===== config.mk =====
export PLATFORM = sky130hd
export DESIGN_NAME = ger_global_regs
export DESIGN_NICKNAME = d
export VERILOG_FILES = /design/src/hdl/ger_pkg.sv /design/src/hdl/ger_countdown.sv /design/src/hdl/ger_global_regs.sv
export SDC_FILE = /design/constraint.sdc
export NUM_CORES = 1
export LEC_CHECK = 0
export CORE_MARGIN = 4
export CORE_UTILIZATION = 45
export CTS_BUF_LIST = sky130_fd_sc_hd__clkbuf_16
export DETAILED_ROUTE_END_ITERATION = 8
export DONT_BUFFER_PORTS = 1
export GPL_TIMING_DRIVEN = 0
export HOLD_SLACK_MARGIN = 0.08
export PLACE_DENSITY_LB_ADDON = 0.2
export SLEW_MARGIN = 10
export SYNTH_ARGS = -nofsm -noshare
export SYNTH_HDL_FRONTEND = slang
export SYNTH_HIERARCHICAL = 1
export SYNTH_SLANG_ARGS = --single-unit

===== constraint.sdc =====
create_clock -name clk -period 15.6 [get_ports clk]
set_clock_uncertainty 0.15 [all_clocks]
set_input_delay 0 -clock clk [delete_from_list [all_inputs] [get_ports clk]]
set_output_delay 0 -clock clk [all_outputs]
set_load 0.01 [all_outputs]

===== src/hdl/ger_pkg.sv =====
// Shared constants, types and state codes of the global event and command register block.
// Assumes a single PCI-side clock and a register access port driven by the PCI target logic.
package ger_pkg;

   // Register offsets within the slave register window.
   localparam logic [7:0]  OFS_COMMAND    = 8'h04;
   localparam logic [7:0]  OFS_STATUS     = 8'h08;  // Status on read, acknowledge on write.
   localparam logic [7:0]  OFS_MASK       = 8'h0C;
   localparam logic [7:0]  OFS_PQ_BASE    = 8'h14;
   localparam logic [7:0]  OFS_PQ_LENGTH  = 8'h18;

   // Reset values and implemented-bit masks.
   localparam logic [15:0] MASK_RESET     = 16'hFF7F;
   localparam logic [15:0] STAT_IMPL      = 16'hFF7F;
   localparam logic [15:0] FLAGS_CLEAR    = 16'h0000;
   localparam logic [31:0] WORD_ZERO      = 32'h0000_0000;
   localparam logic [1:0]  DWORD_ALIGN    = 2'b00;

   // Event flag positions; bits 7:0 are standalone flags with no queue entry.
   localparam int unsigned BIT_PCM_OK     = 0;
   localparam int unsigned BIT_PCM_FAIL   = 1;
   localparam int unsigned BIT_LB_OK      = 2;
   localparam int unsigned BIT_LB_FAIL    = 3;
   localparam int unsigned BIT_RX_ASYNC   = 4;
   localparam int unsigned BIT_TX_ASYNC   = 5;
   localparam int unsigned BIT_EXPIRED    = 6;
   localparam int unsigned BIT_PERIPH_LSB = 8;  // Line card, serial port, local bus, mailbox.
   localparam int unsigned BIT_LB_RX_Q    = 12;
   localparam int unsigned BIT_LB_TX_Q    = 13;
   localparam int unsigned BIT_PCM_RX_Q   = 14;
   localparam int unsigned BIT_PCM_TX_Q   = 15;

   // Command register fields.
   localparam int unsigned CMD_PCM_REQ    = 0;
   localparam int unsigned CMD_LB_REQ     = 1;
   localparam int unsigned CMD_RUN        = 4;
   localparam int unsigned CMD_RELOAD_LSB = 16;
   localparam int unsigned RELOAD_W       = 16;

   // Peripheral queue geometry.
   localparam int unsigned NUM_PERIPH     = 4;
   localparam int unsigned PQ_LEN_W       = 8;
   localparam int unsigned PQ_OFS_W       = 10;
   localparam logic [10:0] PQ_MAX_DWORDS  = 11'h400;
   localparam logic [1:0]  PQ_LEN_SHIFT   = 2'b00;  // Appended zeros: length times four.

   // Register access request from the PCI target.
   typedef struct packed {
      logic        wr;
      logic        rd;
      logic [7:0]  addr;
      logic [31:0] wdata;
   } ger_reg_req_s;

   // One-cycle event pulses from the serial PCM core and the local bus interface.
   typedef struct packed {
      logic pcm_tx_entry;
      logic pcm_rx_entry;
      logic lb_tx_entry;
      logic lb_rx_entry;
      logic tx_async;
      logic rx_async;
   } ger_core_evt_s;

   typedef enum logic [2:0] {
      PQ_IDLE  = 3'b001,
      PQ_WRITE = 3'b010,
      PQ_WAIT  = 3'b100
   } ger_pq_state_e;

   typedef enum logic [2:0] {
      AR_IDLE = 3'b001,
      AR_LB   = 3'b010,
      AR_PCM  = 3'b100
   } ger_ar_state_e;

endpackage


===== src/hdl/ger_countdown.sv =====
// Periodic count-down timer that pulses on every underflow while running.
// Assumes run and reload come from registers in the same clock domain.
`timescale 1ns/10ps
module ger_countdown #(
   parameter int unsigned W = 16
) (
   // Clock and reset.
   input  wire logic         clk,
   input  wire logic         rst_n,
   // Control.
   input  wire logic         run,
   input  wire logic [W-1:0] reload,
   // Event.
   output logic              expired
);
   import ger_pkg::*;

   logic [W-1:0] cnt_ff;
   logic [W-1:0] nxt_cnt;
   logic         run_ff;
   logic         expired_ff;
   logic         nxt_expired;

   // Load on the run edge, then count down and reload on underflow.
   always_comb begin
      nxt_cnt     = cnt_ff;
      nxt_expired = 1'b0;
      if (run && !run_ff) begin
         nxt_cnt = reload;
      end else if (run) begin
         if (cnt_ff == '0) begin
            nxt_expired = 1'b1;
            nxt_cnt     = reload;
         end else begin
            nxt_cnt = cnt_ff - W'(1);
         end
      end
   end

   always_ff @(posedge clk or negedge rst_n) begin
      if (!rst_n) begin
         cnt_ff     <= '0;
         run_ff     <= 1'b0;
         expired_ff <= 1'b0;
      end else begin
         cnt_ff     <= nxt_cnt;
         run_ff     <= run;
         expired_ff <= nxt_expired;
      end
   end

   assign expired = expired_ff;
endmodule


===== src/hdl/ger_global_regs.sv =====
// Global command, status, mask and peripheral queue registers with the host interrupt.
// Assumes register accesses, events and handshakes are synchronous to clk.
// Summary of operation
// - Every monitored event sets its own flag in the status register.
// - Any flagged, unmasked event asserts the host interrupt line.
// - Writing one to an acknowledge bit clears that flag, mask ignored.
// - Offset 08 reads status flags and writes the acknowledge logic.
// - A set mask bit blocks the interrupt but the flag still sets.
// - PCM transmit/receive queue flags set after their queue entry is written.
// - Local bus transmit/receive queue flags set after their queue entry is written.
// - Each peripheral source has its own flag, set after its queue entry.
// - Timer underflow sets the timer flag.
// - Missing transmit or receive frame pulse sets its asynchronous flag.
// - A finished local bus request sets exactly one of ok or fail.
// - A finished PCM request sets its ok or fail flag.
// - Status bits 7 to 0 are standalone and make no queue entry.
// - Peripheral queue base is dword aligned; its two low bits stay zero.
// - Peripheral queue length in dwords is four times the length field.
// - A length field of zero selects 1024 dwords.
// - After each entry the queue write pointer advances one dword.
// - At the queue end the pointer wraps to the base address.
`timescale 1ns/10ps
module ger_global_regs #(
   parameter int unsigned RELOAD_WIDTH = 16
) (
   // Clock and reset.
   input  wire logic                     clk,
   input  wire logic                     reset_n,
   // Register access port.
   input  wire ger_pkg::ger_reg_req_s    reg_req,
   output logic [31:0]                   reg_rdata,
   output logic                          reg_rvalid,
   // Core events and peripheral entry requests.
   input  wire ger_pkg::ger_core_evt_s   core_evt,
   input  wire logic [3:0]               periph_evt,
   // Peripheral queue writer.
   output logic                          pq_wr_stb,
   output logic [31:0]                   pq_wr_addr,
   output logic [3:0]                    pq_wr_src,
   input  wire logic                     pq_wr_done,
   // Action request handshakes.
   output logic                          lb_action_req,
   input  wire logic                     lb_action_done,
   input  wire logic                     lb_action_ok,
   output logic                          pcm_action_req,
   input  wire logic                     pcm_action_done,
   input  wire logic                     pcm_action_ok,
   // Host interrupt, active low.
   output logic                          inta_n
);
   import ger_pkg::*;

   // Dword count of the peripheral queue for a length field.
   function automatic logic [10:0] queue_dwords(input logic [PQ_LEN_W-1:0] len);
      if (len == '0) begin
         queue_dwords = PQ_MAX_DWORDS;
      end else begin
         queue_dwords = {1'b0, len, PQ_LEN_SHIFT};
      end
   endfunction

   // Synchronised reset.
   logic rst_meta_ff;
   logic rst_n_ff;

   always_ff @(posedge clk or negedge reset_n) begin
      if (!reset_n) begin
         rst_meta_ff <= 1'b0;
         rst_n_ff    <= 1'b0;
      end else begin
         rst_meta_ff <= 1'b1;
         rst_n_ff    <= rst_meta_ff;
      end
   end

   // Register state.
   logic [15:0]             stat_ff,   nxt_stat;
   logic [15:0]             mask_ff,   nxt_mask;
   logic [31:0]             base_ff,   nxt_base;
   logic [PQ_LEN_W-1:0]     len_ff,    nxt_len;
   logic                    run_ff,    nxt_run;
   logic [RELOAD_WIDTH-1:0] reload_ff, nxt_reload;
   logic [31:0]             rdata_ff,  nxt_rdata;
   logic                    rvalid_ff;
   logic                    inta_n_ff;
   logic                    expired;
   logic [15:0]             set_vec;
   logic [15:0]             ack_vec;
   logic                    wr_cmd;

   // Queue writer state.
   ger_pq_state_e           pq_state_ff, nxt_pq_state;
   logic [NUM_PERIPH-1:0]   pend_ff,     nxt_pend;
   logic [NUM_PERIPH-1:0]   sel_ff,      nxt_sel;
   logic [PQ_OFS_W-1:0]     ofs_ff,      nxt_ofs;
   logic                    stb_ff,      nxt_stb;
   logic [31:0]             addr_ff,     nxt_addr;
   logic [10:0]             len_dwords;
   logic [NUM_PERIPH-1:0]   periph_set;

   // Action request state.
   ger_ar_state_e           ar_state_ff, nxt_ar_state;
   logic                    lb_req_ff,   nxt_lb_req;
   logic                    pcm_req_ff,  nxt_pcm_req;
   logic [3:0]              ar_set;

   assign wr_cmd     = reg_req.wr && reg_req.addr == OFS_COMMAND;
   assign len_dwords = queue_dwords(len_ff);

   // Timer runs from the command register fields.
   ger_countdown #(
      .W       (RELOAD_WIDTH)
   ) u_countdown (
      .clk     (clk),
      .rst_n   (rst_n_ff),
      .run     (run_ff),
      .reload  (reload_ff),
      .expired (expired)
   );

   // Collect this cycle's events into flag positions; bits 7:0 never reach the queue writer.
   always_comb begin
      set_vec                     = FLAGS_CLEAR;
      set_vec[BIT_PCM_TX_Q]       = core_evt.pcm_tx_entry;
      set_vec[BIT_PCM_RX_Q]       = core_evt.pcm_rx_entry;
      set_vec[BIT_LB_TX_Q]        = core_evt.lb_tx_entry;
      set_vec[BIT_LB_RX_Q]        = core_evt.lb_rx_entry;
      set_vec[BIT_PERIPH_LSB +: NUM_PERIPH] = periph_set;
      set_vec[BIT_EXPIRED]        = expired;
      set_vec[BIT_TX_ASYNC]       = core_evt.tx_async;
      set_vec[BIT_RX_ASYNC]       = core_evt.rx_async;
      set_vec[BIT_LB_OK]          = ar_set[0];
      set_vec[BIT_LB_FAIL]        = ar_set[1];
      set_vec[BIT_PCM_OK]         = ar_set[2];
      set_vec[BIT_PCM_FAIL]       = ar_set[3];
      ack_vec = FLAGS_CLEAR;
      if (reg_req.wr && reg_req.addr == OFS_STATUS) begin
         ack_vec = reg_req.wdata[15:0];
      end
   end

   // Register file next values; a new event wins over a same-cycle acknowledge.
   always_comb begin
      nxt_stat   = ((stat_ff & ~ack_vec) | set_vec) & STAT_IMPL;
      nxt_mask   = mask_ff;
      nxt_base   = base_ff;
      nxt_len    = len_ff;
      nxt_run    = run_ff;
      nxt_reload = reload_ff;
      nxt_rdata  = WORD_ZERO;
      if (wr_cmd) begin
         nxt_run    = reg_req.wdata[CMD_RUN];
         nxt_reload = reg_req.wdata[CMD_RELOAD_LSB +: RELOAD_WIDTH];
      end
      if (reg_req.wr && reg_req.addr == OFS_MASK) begin
         nxt_mask = reg_req.wdata[15:0] & STAT_IMPL;
      end
      if (reg_req.wr && reg_req.addr == OFS_PQ_BASE) begin
         nxt_base = {reg_req.wdata[31:2], DWORD_ALIGN};
      end
      if (reg_req.wr && reg_req.addr == OFS_PQ_LENGTH) begin
         nxt_len = reg_req.wdata[PQ_LEN_W-1:0];
      end
      // Command is write-only and reads back as zero; the acknowledge offset reads status.
      if (reg_req.rd) begin
         unique case (reg_req.addr)
            OFS_STATUS:    nxt_rdata = {16'h0000, stat_ff};
            OFS_MASK:      nxt_rdata = {16'h0000, mask_ff};
            OFS_PQ_BASE:   nxt_rdata = base_ff;
            OFS_PQ_LENGTH: nxt_rdata = {24'h00_0000, len_ff};
            default:       nxt_rdata = WORD_ZERO;
         endcase
      end
   end

   // The interrupt follows registered flags and mask, one cycle behind them.
   always_ff @(posedge clk or negedge rst_n_ff) begin
      if (!rst_n_ff) begin
         stat_ff   <= FLAGS_CLEAR;
         mask_ff   <= MASK_RESET;
         base_ff   <= WORD_ZERO;
         len_ff    <= '0;
         run_ff    <= 1'b0;
         reload_ff <= '0;
         rdata_ff  <= WORD_ZERO;
         rvalid_ff <= 1'b0;
         inta_n_ff <= 1'b1;
      end else begin
         stat_ff   <= nxt_stat;
         mask_ff   <= nxt_mask;
         base_ff   <= nxt_base;
         len_ff    <= nxt_len;
         run_ff    <= nxt_run;
         reload_ff <= nxt_reload;
         rdata_ff  <= nxt_rdata;
         rvalid_ff <= reg_req.rd;
         inta_n_ff <= ~|(stat_ff & ~mask_ff);
      end
   end

   // Peripheral queue writer: one entry at a time, lowest source first.
   always_comb begin
      nxt_pq_state = pq_state_ff;
      nxt_pend     = pend_ff | periph_evt;
      nxt_sel      = sel_ff;
      nxt_ofs      = ofs_ff;
      nxt_stb      = 1'b0;
      nxt_addr     = addr_ff;
      periph_set   = '0;
      unique case (pq_state_ff)
         PQ_IDLE: begin
            if (pend_ff != '0) begin
               nxt_sel      = pend_ff & (~pend_ff + NUM_PERIPH'(1));
               nxt_addr     = base_ff + {20'h0_0000, ofs_ff, DWORD_ALIGN};
               nxt_stb      = 1'b1;
               nxt_pq_state = PQ_WRITE;
            end
         end
         PQ_WRITE: begin
            nxt_pq_state = PQ_WAIT;
         end
         PQ_WAIT: begin
            if (pq_wr_done) begin
               periph_set   = sel_ff;
               nxt_pend     = (pend_ff & ~sel_ff) | periph_evt;
               nxt_pq_state = PQ_IDLE;
               if ({1'b0, ofs_ff} + 11'h001 >= len_dwords) begin
                  nxt_ofs = '0;
               end else begin
                  nxt_ofs = ofs_ff + PQ_OFS_W'(1);
               end
            end
         end
      endcase
      // A new base or length restarts the queue at its first dword.
      if (reg_req.wr && (reg_req.addr == OFS_PQ_BASE || reg_req.addr == OFS_PQ_LENGTH)) begin
         nxt_ofs = '0;
      end
   end

   always_ff @(posedge clk or negedge rst_n_ff) begin
      if (!rst_n_ff) begin
         pq_state_ff <= PQ_IDLE;
         pend_ff     <= '0;
         sel_ff      <= '0;
         ofs_ff      <= '0;
         stb_ff      <= 1'b0;
         addr_ff     <= WORD_ZERO;
      end else begin
         pq_state_ff <= nxt_pq_state;
         pend_ff     <= nxt_pend;
         sel_ff      <= nxt_sel;
         ofs_ff      <= nxt_ofs;
         stb_ff      <= nxt_stb;
         addr_ff     <= nxt_addr;
      end
   end

   // Action requests: only one may be active, the local bus wins a tie.
   always_comb begin
      nxt_ar_state = ar_state_ff;
      nxt_lb_req   = lb_req_ff;
      nxt_pcm_req  = pcm_req_ff;
      ar_set       = 4'h0;
      unique case (ar_state_ff)
         AR_IDLE: begin
            if (wr_cmd && reg_req.wdata[CMD_LB_REQ]) begin
               nxt_lb_req   = 1'b1;
               nxt_ar_state = AR_LB;
            end else if (wr_cmd && reg_req.wdata[CMD_PCM_REQ]) begin
               nxt_pcm_req  = 1'b1;
               nxt_ar_state = AR_PCM;
            end
         end
         AR_LB: begin
            if (lb_action_done) begin
               ar_set[0]    = lb_action_ok;
               ar_set[1]    = !lb_action_ok;
               nxt_lb_req   = 1'b0;
               nxt_ar_state = AR_IDLE;
            end
         end
         AR_PCM: begin
            if (pcm_action_done) begin
               ar_set[2]    = pcm_action_ok;
               ar_set[3]    = !pcm_action_ok;
               nxt_pcm_req  = 1'b0;
               nxt_ar_state = AR_IDLE;
            end
         end
      endcase
   end

   always_ff @(posedge clk or negedge rst_n_ff) begin
      if (!rst_n_ff) begin
         ar_state_ff <= AR_IDLE;
         lb_req_ff   <= 1'b0;
         pcm_req_ff  <= 1'b0;
      end else begin
         ar_state_ff <= nxt_ar_state;
         lb_req_ff   <= nxt_lb_req;
         pcm_req_ff  <= nxt_pcm_req;
      end
   end

   assign reg_rdata      = rdata_ff;
   assign reg_rvalid     = rvalid_ff;
   assign pq_wr_stb      = stb_ff;
   assign pq_wr_addr     = addr_ff;
   assign pq_wr_src      = sel_ff;
   assign lb_action_req  = lb_req_ff;
   assign pcm_action_req = pcm_req_ff;
   assign inta_n         = inta_n_ff;
endmodule


==> impl_metrics.tcl, run 1 <==
set metrics [dict create \
    outcome "finished clean" \
    p_comb_frac 0.141 \
    endpoint_kind "register" \
    critPathMaxFanout 8 \
    min-delay-start "reg_req[32]" \
    coreArea_um2 20600 \
    first_pass_iters 5 \
    cts.sinks 196 \
    routed_wl_mm 25.5 \
    start_kind "register" \
    synth-main-ff-cell "dfrtp_1" \
    slew_viol_final 0 \
    clock_latency_ps 440 \
    cts_max_level 4 \
    synthTopCellsByCount "dfrtp_1, nand2_1, o21ai_0" \
    power_frac_clock 0.355 \
    synth_area_leader_cell "dfrtp_1" \
    relSlewSlack 0.457 \
    sequentialPowerShare 0.504 \
    synth.distinct_cells 69 \
    tns_ps 0 \
    yosysMostFrequentCell "dfrtp_1" \
    grt_pass1_wl_mm 41.3 \
    cp_num_buf_inv 0 \
    vias 7360 \
    die_area_um2 23600 \
    port_buffers 0 \
    ys_ff_latch 196 \
    synthCells 935 \
    met3_usage 0.0489 \
    grt_start_max_net_pins 55 \
    met2_usage 0.342 \
    synth_area_um2 9530 \
    max_cap_viol_count 0 \
    dpl_worst_slack_ps 12290 \
    die_height_um 154 \
    postSynth.asyncResetShare 1.00 \
    p_sw_frac 0.289 \
    grt.busiest_layer "met2" \
    fmax_ghz 0.296 \
    grt_pass1_vias 7363 \
    p_leak_nw 5.27 \
    drt_iter0_markers 470 \
    hold_violations 0 \
    vdd_drop_max_uv 72.2 \
    syn_area_per_cell_um2 10.2 \
    cpPeakStageDelay_ps 480 \
    start_util 0.463 \
    worst_slack_ps 12220 \
    cp_common_cell "and3_1" \
    postCtsSetupBuffers 0 \
    final_nets 1136 \
    cts_tree "yes" \
    worst_hold_path.num_cells 5 \
    post_layout_nonfiller_instances 1338 \
    r2r_setup_slack_ps 12220 \
    num_rows 52 \
    setup_violations 0 \
    synth.area.top_cells "dfrtp_1, nand2_1, mux2_2" \
    grtUsageMet1 0.314 \
    crit_slowest_cell "nor2_1" \
    cp_data_arrival_time_ps 3580 \
    overflow 0 \
    p_int_w 0.000874 \
    place_congestion 0.856 \
    drt-wirelength-per-cell_um 19.1 \
    placed_area_um2 9970 \
    path_delay_family "simple AND/OR/NAND/NOR gates" \
    p_sw_w 0.000355 \
    die_width_um 154 \
    holdCritPathClass "input port to register" \
    antenna_found_initial 0 \
    synth_edf_count 0 \
    drive_above_1_share 0.128 \
    min_to "stat_ff[6]" \
    path_clk_slew_ps 70 \
    ys_seq_area_frac 0.517 \
    postLayoutCellArea_um2 11500 \
    rsz0062_at_grt "no" \
    fin_crit_sh 0.217 \
    powerDensity_nw_per_um2 107 \
    min_period_ps 3380 \
    ys_warn_count 6 \
    drt.antenna.violating_nets 0 \
    drcViolationCount 0 \
    synth_top_area_share 0.467 \
    clockBufferDepth 2 \
    grt_usage 0.220 \
    area_growth_pct 20.7 \
    numCtsBuffers 17 \
    dpl.cell_count 1210 \
    r2r_start "ofs_ff[0]" \
    vias_per_cell 5.50 \
    post-route-util 0.559 \
    cts_root_buf "clkbuf_16" \
    path_cells "ha_1, and3_1, and3_1, and3_1, xor2_1, ha_1, a21o_1, a211oi_1, nand2_1, nor2_1, a31oi_1, a31oi_1" \
    r2r_cells 12 \
    io_pins 132 \
    path_class "register to register" \
    place_hpwl_mm 18.7 \
    r2r-end "ofs_ff[8]" \
    required_ps 15800 \
    max_slew.worst_pin.slew_ps 806 \
]
what timing repair did:
action,in CTS,in global routing
hold buffers,94,1
gates resized for setup,0,0
hold endpoints to repair,127,1
state kept, by name, indices dropped and copies added (netlist names), 3 cells and up:
name                count
base_ff                30
stat_ff                15
pq_wr_src               4
ar_state_ff             3
len_ff                  8
u_countdown/cnt_ff     16
pq_state_ff             3
mask_ff                15
reg_rdata              32
pend_ff                 4
ofs_ff                 10
reload_ff              16
pq_wr_addr             30
per-stage QoR:
| stage | hold slack [ps] | total power (W) |
|---|---|---|
| after detailed placement | -446 | 0.000780 |
| after global routing | 105 | 0.00130 |
| after floorplan | -446 | 0.000730 |
| after global placement | -446 | 0.000771 |
| after CTS | 80.3 | 0.00124 |
| final | 91.2 | 0.00123 |
how the worst max path moves through the flow:
stage | startpoint | to | slack, ps | cells after the start
floorplan | rst_n_ff | ar_state_ff[1] | 9620 | 0
global route | ofs_ff[0] | ofs_ff[8] | 11950 | 12
global placement | rst_n_ff | pq_wr_addr[15] | 7280 | 0
detailed placement | ofs_ff[0] | ofs_ff[8] | 12290 | 12
CTS | ofs_ff[0] | ofs_ff[8] | 12260 | 12
finish | ofs_ff[0] | ofs_ff[8] | 12220 | 12
tightest hold or removal path, delay by kind of cell:
| kind | cells | cell delay (ps) |
|---|---|---|
| AND/OR/NAND/NOR | 3 | 320 |
| buffers and inverters | 1 | 160 |
| AO/OA/AOI/OAI | 1 | 160 |
placed cells by master, fill, tap and decap left out, drive strengths merged, types with 18 or more instances in the layout:
cell type / count
xor2: 19
dlygate4sd3: 95
inv: 53
a22oi: 20
clkbuf: 42
o21ai: 65
ha: 22
dfrtp: 178
buf: 20
nor2: 47
nand2: 155
nand3: 20
and3: 35
mux2: 53
a21oi: 28
dfstp: 18
power by group through the flow:
stage	logic [W]	registers, W	clock network (W)
after floorplan	0.000113	0.000617	0
after global placement	0.000136	0.000635	0
after detailed placement	0.000151	0.000628	0
after CTS	0.000174	0.000619	0.000445
after global routing	0.000198	0.000627	0.000470
final	0.000173	0.000619	0.000436
cell type report:
type                            count  area, um^2
Clock buffer                       17         425
Buffer                             41         203
Antenna cell                        2        5.00
Sequential cell                   196        4930
Tap cell                          270         338
Multi-Input combinational cell    653        4230
Fill cell                        1840        9060
Inverter                           46         173
Clock inverter                     14         148
Timing Repair Buffer               99        1050
routing by layer:
layer	wire length [um]	up-vias
li1	-	3523
met4	449	0
met2	11700	172
met1	12000	3632
met3	1410	33
met5	0	-
cell families (layout without fill, tap and decap cells):
| kind of cell | count (synthesis) | in the layout | share of synthesized area |
|---|---|---|---|
| and+or+nand+nor | 332 | 332 | 0.169 |
| DFF | 196 | 196 | 0.517 |
| AOI/OAI and AO/OA | 195 | 195 | 0.132 |
| buffers and inverters | 87 | 217 | 0.0394 |
| muxes | 64 | 64 | 0.0777 |
| xor gates and xnor gates | 36 | 36 | 0.0331 |
| adders and majority gates | 23 | 23 | 0.0310 |
| other | 2 | 5 | 0.000788 |
Note: power is estimated with default switching activity, not from simulation.
==> inputs of run 2 (changes only) <==
- clock period: 15.6 -> 2.85 ns (I/O delays scaled with it)
==> impl_metrics.tcl, run 2 (same netlist as run 1, synthesis figures left out) <==
set metrics [dict create \
    outcome "finished clean" \
    fmax_ghz 0.355 \
    critPathLaunch "ofs_ff[0]" \
    fin_crit_sh 0.989 \
    drt.antenna.violating_nets 0 \
    place_congestion 0.878 \
    dpl.cell_count 1209 \
    post_layout_nonfiller_instances 1348 \
    antenna_found_initial 0 \
    die_width_um 154 \
    min-delay-start "reg_req[29]" \
    num_antenna_cells 0 \
    drcViolationCount 0 \
    r2r_cells 12 \
    drt_iter0_markers 596 \
    cts_max_level 4 \
    nFillCells 1800 \
    cts_tree "yes" \
    slew_viol_final 0 \
    holdCritPathClass "input port to register" \
    max_cap_viol_count 0 \
    r2r_setup_slack_ps 30 \
    setup_violations 0 \
    cp_data_arrival_time_ps 2970 \
    num_rows 52 \
    r2r-end "ofs_ff[2]" \
    cts.sinks 196 \
    vias 7483 \
    required_ps 3000 \
    final_nets 1147 \
    die_height_um 154 \
    p_leak_nw 5.34 \
    p_comb_frac 0.154 \
    clockBufferDepth 2 \
    final_cell_mix "dfrtp_1, nand2_1, dlygate4sd3_1" \
    r2r_start "ofs_ff[0]" \
    sequentialPowerShare 0.494 \
    largest_reg_flops 32 \
    grt_start_max_net_pins 65 \
    max_slew.worst_pin.slew_ps 959 \
    numCtsBuffers 17 \
    endpoint_kind "register" \
    coreArea_um2 20600 \
    tns_ps 0 \
    grt_pass1_wl_mm 41.6 \
    critPathMaxFanout 4 \
    vias_per_cell 5.55 \
    relSlewSlack 0.360 \
    clock_latency_ps 440 \
    overflow 0 \
    powerDensity_nw_per_um2 583 \
    vdd_drop_max_uv 429 \
    place_hpwl_mm 18.4 \
    power_frac_clock 0.352 \
    first_pass_iters 7 \
    p_sw_w 0.00207 \
    start_kind "register" \
    mostFrequentLayoutCell "dfrtp_1" \
    area_growth_pct 23.7 \
    path_clk_slew_ps 80 \
    path_class "register to register" \
    drt-wirelength-per-cell_um 19.3 \
    p_sw_frac 0.302 \
    cts_root_buf "clkbuf_16" \
    drive_above_1_share 0.160 \
    io_pins 132 \
    routed_wl_mm 26.0 \
    min_period_ps 2820 \
    die_area_um2 23600 \
    rsz0062_at_grt "yes" \
    grt_pass1_vias 7480 \
    setup.worst_path.end "ofs_ff[2]" \
    start_util 0.463 \
    grt_usage 0.221 \
    p_int_w 0.00480 \
    port_buffers 0 \
    hold_violations 0 \
]
run 2: cell types whose count changed in the layout (fill, tap and decap cells not counted), moves of 3 or more:
cell,change
dlygate4sd3_1,+3
dfrtp_2,+4
clkinv_8,+3
and3_1,-4
buf_6,+3
dfrtp_1,-4
buf_4,+7
clkinv_1,-3
and3_4,+4
ha_1,-3
inv_6,-3
run 2: what timing repair did:
item / 4_1_cts / 5_1_grt
resized for setup: 16 / 18
hold buffers: 95 / 3
pin swaps: 5 / 8
hold endpoints to repair: 127 / 8
buffers inserted: 9 / 1
cloned: 0 / 0
endpoints found under the setup margin: 12 / 21
run 2: power by group through the flow:
stage	combinational, W	clock, W	sequential, W
2_1_floorplan	0.000628	0	0.00338
3_3_place_gp	0.000759	0	0.00348
3_5_place_dp	0.000827	0	0.00344
4_1_cts	0.00105	0.00246	0.00339
5_1_grt	0.00120	0.00258	0.00345
6_report	0.00106	0.00242	0.00339
run 2: layer usage:
layer | vias to the layer above | global-route usage | wire length (um)
met1 | 3683 | 0.316 | 12000
li1 | 3546 | - | -
met3 | 34 | 0.0450 | 1650
met5 | - | 0 | 0
met4 | 0 | 0.0597 | 361
met2 | 220 | 0.345 | 12000
run 2: per-stage QoR:
stage / hold slack [ps] / util / setup slack (ps) / instance area, um^2 / total power, W
final: 95.5 / 0.573 / 32.4 / 11800 / 0.00687
after floorplan: -446 / - / 39.0 / 9550 / 0.00401
after detailed placement: -446 / 0.484 / -285 / 9960 / 0.00427
after global routing: 99.7 / 0.573 / -100 / 11800 / 0.00723
after global placement: -446 / 0.481 / -270 / 9890 / 0.00423
after CTS: 80.4 / 0.567 / 9.82 / 11600 / 0.00690
run 2: worst min-delay path by stage:
stage	depth (start not counted)	end	slack, ps
finish	3	reload_ff[13]	100
global route	3	stat_ff[5]	100
detailed placement	0	rst_meta_ff	-450
CTS	3	reload_ff[4]	80
floorplan	0	rst_meta_ff	-450
global placement	0	rst_meta_ff	-450
run 2: cell type report:
type	instances	area [um^2]	area share
buffer	40	199	0.0169
clock buffer	17	425	0.0361
clock inverter	15	170	0.0144
inverter	46	173	0.0147
multi-input combinational	653	4410	0.374
sequential	196	4940	0.419
tap	270	338	0.0287
timing repair buffer	111	1130	0.0963
run 2: critical path: stages, from the launching register on:
cell and delay (ps):
dfrtp_1 420, ha_4 180, and3_4 190, and3_4 200
and3_4 190, xor2_1 150, ha_2 330, nand4_1 160
a211oi_4 310, nor3_4 100, buf_6 140, a21oi_2 120
a31oi_1 50
